--- src/rtl/lpc_defs.svh ---
`ifndef LPC_DEFS_SVH
`define LPC_DEFS_SVH
// register offsets (16-bit word addresses)
`define LPC_OFS_CODE_SEL 16'h0514
`define LPC_OFS_THRESH 16'h0515
`define LPC_OFS_MAXWAIT 16'h0518
`define LPC_OFS_PHYCTL 16'h0519
`define LPC_OFS_TEST 16'h0531
`define LPC_OFS_TRAIN 16'h0543
`define LPC_OFS_LINKSTAT 16'h0540
// reset values
`define LPC_RST_CODE_SEL 16'h08e3
`define LPC_RST_THRESH 16'h0808
`define LPC_RST_MAXWAIT 16'h17ce
`define LPC_RST_PHYCTL 16'h003d
`define LPC_RST_TEST 16'h0000
// writable bit masks
`define LPC_MSK_CODE_SEL 16'h0fff
`define LPC_MSK_THRESH 16'h7f7f
`define LPC_MSK_MAXWAIT 16'hffff
`define LPC_MSK_PHYCTL 16'h7fff
`define LPC_MSK_TEST 16'h01ff
// field positions
`define LPC_TXW_HI 11
`define LPC_TXW_LO 9
`define LPC_TXS_HI 8
`define LPC_TXS_LO 6
`define LPC_RXW_HI 5
`define LPC_RXW_LO 3
`define LPC_RXS_HI 2
`define LPC_RXS_LO 0
`define LPC_WTH_HI 14
`define LPC_WTH_LO 8
`define LPC_STH_HI 6
`define LPC_STH_LO 0
`define LPC_FRC_VAL 11
`define LPC_FRC_EN 10
`define LPC_MINW_HI 7
`define LPC_ORDER 8
`define LPC_TM7_HI 7
// timing: one timer unit is 16 us at a 40 ns clock
`define LPC_UNIT_US 16
`define LPC_CLK_NS 40
`define LPC_UNIT_CYC ((`LPC_UNIT_US * 1000) / `LPC_CLK_NS)
// one millisecond of training time
`define LPC_MS_CYC (1000000 / `LPC_CLK_NS)
`endif

--- src/rtl/lpc_pkg.sv ---
package lpc_pkg;
  typedef logic [15:0] lpc_word_t;
  typedef logic [2:0] lpc_code_t;
  typedef enum logic [1:0] {
    LPC_IDLE = 2'b00,
    LPC_MIN = 2'b01,
    LPC_MAX = 2'b11,
    LPC_DONE = 2'b10
  } lpc_wait_e;
endpackage : lpc_pkg

--- src/rtl/lpc_rep_det.sv ---
`timescale 1ns/100ps
`default_nettype none
// counts consecutive matching code groups and flags at threshold
module lpc_rep_det (
  input wire logic sys_clk, // core clock
  input wire logic reset, // async reset
  input wire logic clk_en, // clock enable
  input wire logic code_vld, // a code group arrives
  input wire lpc_pkg::lpc_code_t code_in, // received code group
  input wire lpc_pkg::lpc_code_t expect_code, // code to match
  input wire logic [6:0] threshold, // required run length
  output logic hit // command received pulse
);
  import lpc_pkg::*;
  logic [6:0] run_reg;
  logic match;
  assign match = code_vld && (code_in == expect_code);
  // run counter, restarts on any other code group
  always_ff @(posedge sys_clk or posedge reset) begin
    if (reset) begin
      run_reg <= 7'h00;
    end else if (clk_en && code_vld) begin
      if (!match) begin
        run_reg <= 7'h00;
      end else if (run_reg != 7'h7f) begin
        run_reg <= run_reg + 7'h01;
      end
    end
  end
  // pulse once when the run reaches the threshold
  always_ff @(posedge sys_clk or posedge reset) begin
    if (reset) begin
      hit <= 1'b0;
    end else if (clk_en) begin
      hit <= match && (threshold != 7'h00) && (run_reg + 7'h01 == threshold);
    end
  end
endmodule : lpc_rep_det
`default_nettype wire

--- src/rtl/lpc_regs.sv ---
// Functional notes
// - send programmed wake code on wake
// - send programmed sleep code on sleep
// - receive wake code field marks wake
// - receive sleep code field marks sleep
// - wake flagged after threshold consecutive codes
// - sleep flagged after threshold consecutive codes
// - max wait timer, 16 us units
// - min wait timer, 16 us units
// - force enable replaces derived link status
// - forced value used only when enabled
// - test mode 4 symbol order select
// - test mode 7 sends programmed byte
// - training time in ms, read only
//
// Implementation choice: the strobed register port.
`timescale 1ns/100ps
`default_nettype none
`include "lpc_defs.svh"
module lpc_regs #(
  parameter int unsigned UNIT_CYC = `LPC_UNIT_CYC, // cycles per 16 us unit
  parameter int unsigned MS_CYC = `LPC_MS_CYC // cycles per millisecond
) (
  input wire logic sys_clk, // core clock, 25 MHz
  input wire logic reset, // async reset, active high
  input wire logic clk_en, // freezes all state when low
  input wire logic [15:0] reg_addr, // register word address
  input wire lpc_pkg::lpc_word_t reg_wdata, // write data
  input wire logic reg_wr, // write strobe
  input wire logic reg_rd, // read strobe
  output lpc_pkg::lpc_word_t reg_rdata, // read data, cycle after strobe
  input wire logic tx_wake_req, // datapath wants to signal wake
  input wire logic tx_sleep_req, // datapath wants to signal sleep
  input wire logic rx_code_vld, // received code group valid
  input wire lpc_pkg::lpc_code_t rx_code, // received code group
  input wire logic link_up_start, // begin link-up wait sequence
  input wire logic link_stat_raw, // derived link status
  input wire logic training_done, // link training finished
  input wire logic [1:0] test_mode_sel, // 0 off, 1 mode 4, 2 mode 7
  output logic tx_code_vld, // tx code group valid
  output lpc_pkg::lpc_code_t tx_code, // tx code group
  output logic rx_wake_cmd, // wake command received pulse
  output logic rx_sleep_cmd, // sleep command received pulse
  output logic minwait_done, // min wait elapsed
  output logic maxwait_expired, // max wait elapsed
  output logic link_stat, // effective link status
  output logic tm4_sym_t2, // test mode 4 symbol, 1 = T2
  output logic [7:0] tm7_data, // test mode 7 data byte
  output logic tm_active // a test pattern is being sent
);
  import lpc_pkg::*;
  lpc_word_t code_sel_reg, thresh_reg, maxwait_reg, phyctl_reg, test_reg;
  logic [7:0] train_ms_reg;
  logic [31:0] train_cyc_reg;
  logic training_reg;
  lpc_wait_e wait_reg;
  logic [15:0] unit_cnt_reg;
  logic [31:0] tick_reg;
  logic wake_hit, sleep_hit;
  logic unit_tick;
  logic tm4_on_reg; // mode 4 was selected last cycle
  lpc_word_t rd_next;

  // software writes, reserved bits masked
  always_ff @(posedge sys_clk or posedge reset) begin
    if (reset) begin
      code_sel_reg <= `LPC_RST_CODE_SEL;
      thresh_reg <= `LPC_RST_THRESH;
      maxwait_reg <= `LPC_RST_MAXWAIT;
      phyctl_reg <= `LPC_RST_PHYCTL;
      test_reg <= `LPC_RST_TEST;
    end else if (clk_en && reg_wr) begin
      unique case (reg_addr)
        `LPC_OFS_CODE_SEL: code_sel_reg <= reg_wdata & `LPC_MSK_CODE_SEL;
        `LPC_OFS_THRESH: thresh_reg <= reg_wdata & `LPC_MSK_THRESH;
        `LPC_OFS_MAXWAIT: maxwait_reg <= reg_wdata & `LPC_MSK_MAXWAIT;
        `LPC_OFS_PHYCTL: phyctl_reg <= reg_wdata & `LPC_MSK_PHYCTL;
        `LPC_OFS_TEST: test_reg <= reg_wdata & `LPC_MSK_TEST;
        default: ;
      endcase
    end
  end

  // read mux, unmapped reads return zero
  always_comb begin
    rd_next = 16'h0000;
    unique case (reg_addr)
      `LPC_OFS_CODE_SEL: rd_next = code_sel_reg;
      `LPC_OFS_THRESH: rd_next = thresh_reg;
      `LPC_OFS_MAXWAIT: rd_next = maxwait_reg;
      `LPC_OFS_PHYCTL: rd_next = phyctl_reg;
      `LPC_OFS_TEST: rd_next = test_reg;
      `LPC_OFS_TRAIN: rd_next = {8'h00, train_ms_reg};
      `LPC_OFS_LINKSTAT: rd_next = {14'h0000, wait_reg == LPC_DONE, link_stat};
      default: rd_next = 16'h0000;
    endcase
  end

  // read data valid only the cycle after the strobe
  always_ff @(posedge sys_clk or posedge reset) begin
    if (reset) begin
      reg_rdata <= 16'h0000;
    end else if (clk_en) begin
      reg_rdata <= reg_rd ? rd_next : 16'h0000;
    end
  end

  // transmit code group select, wake has priority
  always_ff @(posedge sys_clk or posedge reset) begin
    if (reset) begin
      tx_code_vld <= 1'b0;
      tx_code <= 3'h0;
    end else if (clk_en) begin
      tx_code_vld <= tx_wake_req || tx_sleep_req;
      if (tx_wake_req) begin
        tx_code <= code_sel_reg[`LPC_TXW_HI:`LPC_TXW_LO];
      end else if (tx_sleep_req) begin
        tx_code <= code_sel_reg[`LPC_TXS_HI:`LPC_TXS_LO];
      end else begin
        tx_code <= 3'h0;
      end
    end
  end

  lpc_rep_det u_wake_det (
    .sys_clk(sys_clk),
    .reset(reset),
    .clk_en(clk_en),
    .code_vld(rx_code_vld),
    .code_in(rx_code),
    .expect_code(code_sel_reg[`LPC_RXW_HI:`LPC_RXW_LO]),
    .threshold(thresh_reg[`LPC_WTH_HI:`LPC_WTH_LO]),
    .hit(wake_hit)
  );

  lpc_rep_det u_sleep_det (
    .sys_clk(sys_clk),
    .reset(reset),
    .clk_en(clk_en),
    .code_vld(rx_code_vld),
    .code_in(rx_code),
    .expect_code(code_sel_reg[`LPC_RXS_HI:`LPC_RXS_LO]),
    .threshold(thresh_reg[`LPC_STH_HI:`LPC_STH_LO]),
    .hit(sleep_hit)
  );

  // received command pulses
  always_ff @(posedge sys_clk or posedge reset) begin
    if (reset) begin
      rx_wake_cmd <= 1'b0;
      rx_sleep_cmd <= 1'b0;
    end else if (clk_en) begin
      rx_wake_cmd <= wake_hit;
      rx_sleep_cmd <= sleep_hit;
    end
  end

  // 16 us unit prescaler, runs while waiting
  assign unit_tick = (tick_reg == UNIT_CYC - 1);
  always_ff @(posedge sys_clk or posedge reset) begin
    if (reset) begin
      tick_reg <= 32'h0000_0000;
    end else if (clk_en) begin
      if (link_up_start || unit_tick || wait_reg == LPC_IDLE || wait_reg == LPC_DONE) begin
        tick_reg <= 32'h0000_0000;
      end else begin
        tick_reg <= tick_reg + 32'h0000_0001;
      end
    end
  end

  // link-up wait sequence: min wait then max wait
  always_ff @(posedge sys_clk or posedge reset) begin
    if (reset) begin
      wait_reg <= LPC_IDLE;
      unit_cnt_reg <= 16'h0000;
      minwait_done <= 1'b0;
      maxwait_expired <= 1'b0;
    end else if (clk_en) begin
      if (link_up_start) begin
        wait_reg <= LPC_MIN;
        unit_cnt_reg <= {8'h00, phyctl_reg[`LPC_MINW_HI:0]};
        minwait_done <= 1'b0;
        maxwait_expired <= 1'b0;
      end else begin
        unique case (wait_reg)
          LPC_IDLE, LPC_DONE: ;
          LPC_MIN: begin
            if (unit_cnt_reg == 16'h0000) begin
              wait_reg <= LPC_MAX;
              unit_cnt_reg <= maxwait_reg;
              minwait_done <= 1'b1;
            end else if (unit_tick) begin
              unit_cnt_reg <= unit_cnt_reg - 16'h0001;
            end
          end
          LPC_MAX: begin
            if (unit_cnt_reg == 16'h0000) begin
              wait_reg <= LPC_DONE;
              maxwait_expired <= 1'b1;
            end else if (unit_tick) begin
              unit_cnt_reg <= unit_cnt_reg - 16'h0001;
            end
          end
        endcase
      end
    end
  end

  // effective link status
  always_ff @(posedge sys_clk or posedge reset) begin
    if (reset) begin
      link_stat <= 1'b0;
    end else if (clk_en) begin
      link_stat <= phyctl_reg[`LPC_FRC_EN] ? phyctl_reg[`LPC_FRC_VAL] : link_stat_raw;
    end
  end

  // test mode pattern outputs
  always_ff @(posedge sys_clk or posedge reset) begin
    if (reset) begin
      tm4_on_reg <= 1'b0;
      tm4_sym_t2 <= 1'b0;
      tm7_data <= 8'h00;
      tm_active <= 1'b0;
    end else if (clk_en) begin
      tm_active <= (test_mode_sel == 2'h1) || (test_mode_sel == 2'h2);
      // every entry into mode 4 restarts the order, even straight from mode 7
      tm4_on_reg <= (test_mode_sel == 2'h1);
      if (test_mode_sel == 2'h1) begin
        tm4_sym_t2 <= tm4_on_reg ? ~tm4_sym_t2 : test_reg[`LPC_ORDER];
      end else begin
        tm4_sym_t2 <= test_reg[`LPC_ORDER];
      end
      tm7_data <= (test_mode_sel == 2'h2) ? test_reg[`LPC_TM7_HI:0] : 8'h00;
    end
  end

  // training duration in milliseconds, saturates at 255
  always_ff @(posedge sys_clk or posedge reset) begin
    if (reset) begin
      training_reg <= 1'b0;
      train_cyc_reg <= 32'h0000_0000;
      train_ms_reg <= 8'h00;
    end else if (clk_en) begin
      if (link_up_start) begin
        training_reg <= 1'b1;
        train_cyc_reg <= 32'h0000_0000;
        train_ms_reg <= 8'h00;
      end else if (training_reg) begin
        if (training_done) begin
          training_reg <= 1'b0;
        end else if (train_cyc_reg == MS_CYC - 1) begin
          train_cyc_reg <= 32'h0000_0000;
          if (train_ms_reg != 8'hff) begin
            train_ms_reg <= train_ms_reg + 8'h01;
          end
        end else begin
          train_cyc_reg <= train_cyc_reg + 32'h0000_0001;
        end
      end
    end
  end
endmodule : lpc_regs
`default_nettype wire

--- config.mk ---
export PLATFORM = sky130hd
export DESIGN_NAME = lpc_regs
export DESIGN_NICKNAME = d
export VERILOG_FILES = /design/src/rtl/lpc_pkg.sv /design/src/rtl/lpc_rep_det.sv /design/src/rtl/lpc_regs.sv
export VERILOG_INCLUDE_DIRS = /design/src /design/src/rtl
export SDC_FILE = /design/constraint.sdc
export NUM_CORES = 1
export LEC_CHECK = 0
export BUFFER_PORTS_ARGS = -buffer_cell sky130_fd_sc_hd__buf_2
export CAP_MARGIN = 30
export CORE_ASPECT_RATIO = 2
export CORE_MARGIN = 8
export CORE_UTILIZATION = 46
export CTS_CLUSTER_SIZE = 10
export DETAILED_ROUTE_END_ITERATION = 16
export SLEW_MARGIN = 20
export SYNTH_ARGS = -nofsm -noshare
export SYNTH_HDL_FRONTEND = slang
export SYNTH_HIERARCHICAL = 1
export SYNTH_SLANG_ARGS = --single-unit
--- constraint.sdc ---
create_clock -name sys_clk -period 6.5 [get_ports sys_clk]
set_input_delay 0 -clock sys_clk [delete_from_list [all_inputs] [get_ports sys_clk]]
set_output_delay 0 -clock sys_clk [all_outputs]
set_load 0.005 [all_outputs]
# Word level (Yosys, flattened, before mapping)
# Index checks and enable logic that the tools add are counted.
# op_classes
n_eq_ne	27
n_reduce_logical	37
add_sub_neg	6
muxes	39
bitwise_logic	1
# ops
cell	n
two-way mux 32 bit	5
equality test 16 x 11 -> 1 bit, second input constant	7
case mux 16 bit (7 select lines)	1
two-way mux 16 bit	5
adder 32 x 1 -> 32 bit, second input constant	2
two-way mux 8 bit	6
equality test 32 x 15 -> 1 bit, second input constant	1
equality test 32 x 9 -> 1 bit, second input constant	1
case mux 16 bit (2 select lines)	1
two-way mux 7 bit	4
logical NOT 16 bit	1
subtractor 16 x 1 -> 16 bit, second input constant	1
adder 7 x 1 -> 7 bit, second input constant	2
equality test 7 bit	2
inequality test 7 bit, second input constant	2
AND reduction 2 bit	7
nonzero test 7 bit	2
AND reduction 3 bit	4
nonzero test 2 bit	6
two-way mux 1 bit	11
inequality test 3 bit, second input constant	3
adder 8 x 1 -> 8 bit, second input constant	1
logical AND 1 bit	8
inequality test 8 bit, second input constant	1
other kinds (13)	26
# totals
out_inout_bits	35
reg_bits	209
inputBits	48
word_cells	137

# Depth between registers and ports, before layout
# depth
ltp_word	6
mapped_depth	10
ltp_nobuf	8

# By module
# The synthesis kept the hierarchy.
# by_module_without_submodules
module	area_per_inst_um2	cells_per_inst	instances	seq_area_each_um2
lpc_regs	9552.9	918	1	4857.2
lpc_rep_det	618.1	73	2	200.2

# Least setup slack after synthesis
# No wires, ideal clock.
# synth_path
kind	register to register
startpoint	register train_cyc_reg[0]
endpoint	register train_ms_reg[0]
required_time_ns	6.375
period_less_slack_ns	2.188
setup_slack_ns	4.312
path_buffers	0
setup_ns	0.125
arrival_ns	2.064
path_stages_with_launch	8
path_cell_list	dfrtp_1 -> ha_1 -> and4_1 -> nand4_1 -> o21ai_1 -> and2_0 -> nor2b_1 -> mux2_2
# synth_via
elab_chain_cells	3
# synth_lines
element	line_no	rtl
start: declaration	lpc_regs.sv:54	logic [31:0] train_cyc_reg;
start signal: assignment	lpc_regs.sv:259	train_cyc_reg <= train_cyc_reg + 32'h0000_0001;
equality test 32 x 15 -> 1 bit	lpc_regs.sv:253	end else if (train_cyc_reg == MS_CYC - 1) begin
nonzero test 2 bit (no source line)	--	
AND reduction 5 bit (no source line)	--	
end signal: assignment	lpc_regs.sv:256	train_ms_reg <= train_ms_reg + 8'h01;
end: declaration	lpc_regs.sv:53	logic [7:0] train_ms_reg;
# Every way passes these cells.
# A chain may end at the register's enable or synchronous reset.

# Final worst setup path
# layout_path
startpoint	register unit_cnt_reg[8]
endpoint	register unit_cnt_reg[1]
# layout_via
elab_chain_cells	4
elab_cells_between_ends	6
classes_between	1 x eq/ne; 3 x mux; 2 x reduce/logical
# layout_lines
element	line_no	rtl
start: declaration	lpc_regs.sv:57	logic [15:0] unit_cnt_reg;
start signal: assignment	lpc_regs.sv:182	unit_cnt_reg <= {8'h00, phyctl_reg[`LPC_MINW_HI:0]};
start signal: assignment	lpc_regs.sv:191	unit_cnt_reg <= maxwait_reg;
start signal: assignment	lpc_regs.sv:194	unit_cnt_reg <= unit_cnt_reg - 16'h0001;
logical NOT 16 bit *	lpc_regs.sv:189, lpc_regs.sv:198	
two-way mux 16 bit	lpc_regs.sv:189	if (unit_cnt_reg == 16'h0000) begin
case mux 16 bit (2 select lines)	lpc_regs.sv:186	unique case (wait_reg)
two-way mux 16 bit	lpc_regs.sv:180	if (link_up_start) begin
# Every way passes the cells marked *; elsewhere a longest branch is shown, timed or not.

==> out/metrics.csv <==
metric;value;unit
dp_hpwl;20800;um
port_bufs;82;
seq_power_share;44.3;%
worst_clock_skew;0.0150;ns
cp_data_required_time;6.86;ns
syn-num-nets;1120;
fmax;348;MHz
dieArea;28900;sq um
ratio_of_cells_with_drive_above_1_in_the_final_layout;19.4;%
initial_utilization;46.6;%
synth_cell_types;76;
timing.reg2reg.worst_path_depth;6;
cp_max_fo;10;
critical_path.endpoint;unit_cnt_reg[1];
clock_net_sink_count;209;
power.share.combinational;16.9;%
switching_share;29.8;%
gpl.final_weighted_congestion;0.845;
clk_pin_slew;0.06;ns
finalHoldViolCount;0;
syn_area;10800;sq um
globalRouteOverflowTotal;0;
power.switching;0.000957;W
ir_drop;0.000225;V
post-route-period-util;44.3;%
p_leak;5.57;nW
yosysWarnings;6;
post-cts-setup-buffer-count;0;
ctsRootBufferMaster;sky130_fd_sc_hd__clkbuf_16;
die-height;233;um
synthCells;1064;
grt_pass1_vias;8881;
cts_max_level;1;
worst_slew_pin_slew;0.991;ns
layout.cells.most_common_list;sky130_fd_sc_hd__dfrtp_1, sky130_fd_sc_hd__nor2_1, sky130_fd_sc_hd__buf_2, sky130_fd_sc_hd__nand2_1, sky130_fd_sc_hd__mux2_2;
ios;83;
drt-vias-per-instance;5.81;
finalCoreUtilization;53.6;%
postSynthRegisterBits;209;
setup_viol;0;
proportion_of_synthesized_flip_flops_having_asynchronous_set_or_reset;100;%
slew_viol_final;0;
pwr_density_cell;259;nW/um^2
setup.worst_path.end_class;register;
final_wl;29300;um
drt_drc_violations_left;0;
grt_start_max_net_pins;139;
rows;79;
finalCriticalPeriod;2.88;ns
total_routing_resource_utilization_after_global_routing;19.9;%
grt_antenna_before_repair;0;
category_of_the_worst_setup_path_launch_point;register;
power_report.internal_total;0.00225;W
insertedDiodeCount;0;
insertion_delay;0.53;ns
cts_tree;yes;
crit-reg2reg-launch;unit_cnt_reg[8];
cp-startpoint;unit_cnt_reg[8];
synth_sequential_area_ratio;48.7;%
cts-buffers-inserted;24;
outcome;finished, final reports clean;
synth_enable_flop_cells;0;
core_ar;23100;sq um
ff2ff_setup_slack;3.62;ns
chipWidth;124;um
antenna_violating_nets_post_route;0;
cp.arrival;3.24;ns
r2r-end;unit_cnt_reg[1];
ctsLongestPathBuffers;3;
detail_route.iter0.violations;554;
avgRoutedWirePerCell;20.0;um
grt_setup_unrepaired;false;
worstSetupPathType;register to register;
nNetsFinal;1223;
grt_pass1_wl;47300;um
clock_group_share_of_total_power;38.8;%
hold_path.class;input pin to async pin;
area_growth_syn_to_layout;14.9;%
detailroute.via_count;8533;
layout.cells.most_common;sky130_fd_sc_hd__dfrtp_1;
slew_headroom;33.5;%
synth_area_per_cell;10.1;sq um
synth_flop_cell;sky130_fd_sc_hd__dfrtp_1;
setup_tns;0;ns
detail_route.first_pass.iterations;5;
maxCapViolCount;0;
[cell type report]
type                       count  area, sq um
inverter                      51          199
tap                          283          354
multi-input combinational    760         5100
sequential                   209         5260
clock buffer                  44          697
fill                        2162        10700
timing repair buffer         121          793
[power groups by stage]
stage	registers (W)	logic (W)	clock network [W]
2_1_floorplan	0.00142	0.000378	0
5_1_grt	0.00143	0.000605	0.00133
6_report	0.00142	0.000543	0.00125
4_1_cts	0.00142	0.000542	0.00128
3_3_place_gp	0.00144	0.000523	0
3_5_place_dp	0.00144	0.000527	0
[stage by stage]
step,area (sq um),hold WS (ns),total power (W),setup WS (ns),instances
after floorplan,10800,-0.184,0.00180,1.28,1064
after global placement,11400,0.0325,0.00196,3.28,1393
after detailed placement,11400,0.0284,0.00197,3.57,1395
after CTS,12400,0.0163,0.00324,3.56,1465
after global routing,12400,0.0498,0.00336,3.30,1468
final,12400,0.0346,0.00321,3.62,1468
[logic make-up (layout without fill, tap and decap cells)]
kind of cell	after synthesis	in the layout	synth area share [%]
mux	77	77	8.28
buf+inv	95	216	4.05
compound gates	190	190	11.6
flops	209	209	48.7
xor+xnor	87	87	7.06
fa+ha+maj	8	8	0.928
simple gates	398	398	19.4
[worst max-delay path, stage by stage (launching register included)]
cell	delay (ns)
sky130_fd_sc_hd__dfrtp_1	0.41
sky130_fd_sc_hd__nor4_1	0.67
sky130_fd_sc_hd__nand3_1	0.51
sky130_fd_sc_hd__o21ai_0	0.66
sky130_fd_sc_hd__nor2_1	0.13
sky130_fd_sc_hd__o21ai_0	0.17
sky130_fd_sc_hd__o311ai_0	0.17
[how the worst min path moves through the flow]
stage | from | endpoint | slack [ns] | cells past startpoint
floorplan | reset | u_sleep_det/hit | -0.18 | 1
global placement | reset | u_sleep_det/run_reg[6] | 0.03 | 2
detailed placement | reset | u_sleep_det/run_reg[6] | 0.03 | 2
CTS | rx_code[0] | u_sleep_det/run_reg[3] | 0.02 | 6
global route | reset | u_sleep_det/run_reg[5] | 0.05 | 3
finish | reset | u_sleep_det/run_reg[6] | 0.03 | 3
[layer usage]
metal	GRT usage, %	share of wire (%)	up-vias
met5	0	0	-
met1	21.3	39	4245
li1	-	-	4063
met2	37.3	54	174
met3	2.67	3.4	51
met4	9.84	4.3	0
[cell usage after synthesis, types with 4 or more instances]
| master | instances | area (sq um) |
|---|---|---|
| sky130_fd_sc_hd__dfrtp_1 | 187 | 4680 |
| sky130_fd_sc_hd__nor2_1 | 107 | 402 |
| sky130_fd_sc_hd__nand2_1 | 75 | 282 |
| sky130_fd_sc_hd__mux2_2 | 63 | 709 |
| sky130_fd_sc_hd__nand3_1 | 55 | 275 |
| sky130_fd_sc_hd__xor2_1 | 52 | 455 |
| sky130_fd_sc_hd__inv_1 | 51 | 191 |
| sky130_fd_sc_hd__o21ai_0 | 45 | 225 |
| sky130_fd_sc_hd__a21oi_1 | 38 | 190 |
| sky130_fd_sc_hd__xnor2_1 | 35 | 307 |
| sky130_fd_sc_hd__and3_1 | 26 | 163 |
| sky130_fd_sc_hd__nand4_1 | 26 | 163 |
| sky130_fd_sc_hd__nor4_1 | 25 | 156 |
| sky130_fd_sc_hd__clkbuf_1 | 23 | 86.3 |
| sky130_fd_sc_hd__dfstp_2 | 22 | 578 |
| sky130_fd_sc_hd__nor3_1 | 20 | 100 |
| sky130_fd_sc_hd__o22ai_1 | 17 | 106 |
| sky130_fd_sc_hd__a31oi_1 | 15 | 93.8 |
| sky130_fd_sc_hd__a22oi_1 | 13 | 97.6 |
| sky130_fd_sc_hd__a221oi_1 | 10 | 87.6 |
| sky130_fd_sc_hd__and2_1 | 9 | 56.3 |
| sky130_fd_sc_hd__buf_2 | 9 | 45.0 |
| sky130_fd_sc_hd__a22o_1 | 8 | 70.1 |
| sky130_fd_sc_hd__ha_1 | 8 | 100 |
| sky130_fd_sc_hd__mux2_4 | 8 | 120 |
| sky130_fd_sc_hd__or3_1 | 8 | 50.1 |
| sky130_fd_sc_hd__or4_1 | 7 | 52.6 |
| sky130_fd_sc_hd__and4_1 | 6 | 52.6 |
| sky130_fd_sc_hd__buf_6 | 5 | 56.3 |
| sky130_fd_sc_hd__a222oi_1 | 4 | 40.0 |
| sky130_fd_sc_hd__buf_4 | 4 | 30.0 |
| sky130_fd_sc_hd__nand2b_1 | 4 | 25.0 |
[repair_timing]
action	CTS	global route
endpoints found under the setup margin	0	0
gates resized for setup	0	0
hold endpoints to repair	218	0
hold buffers	26	0
Note: power is estimated with default switching activity, not from simulation.
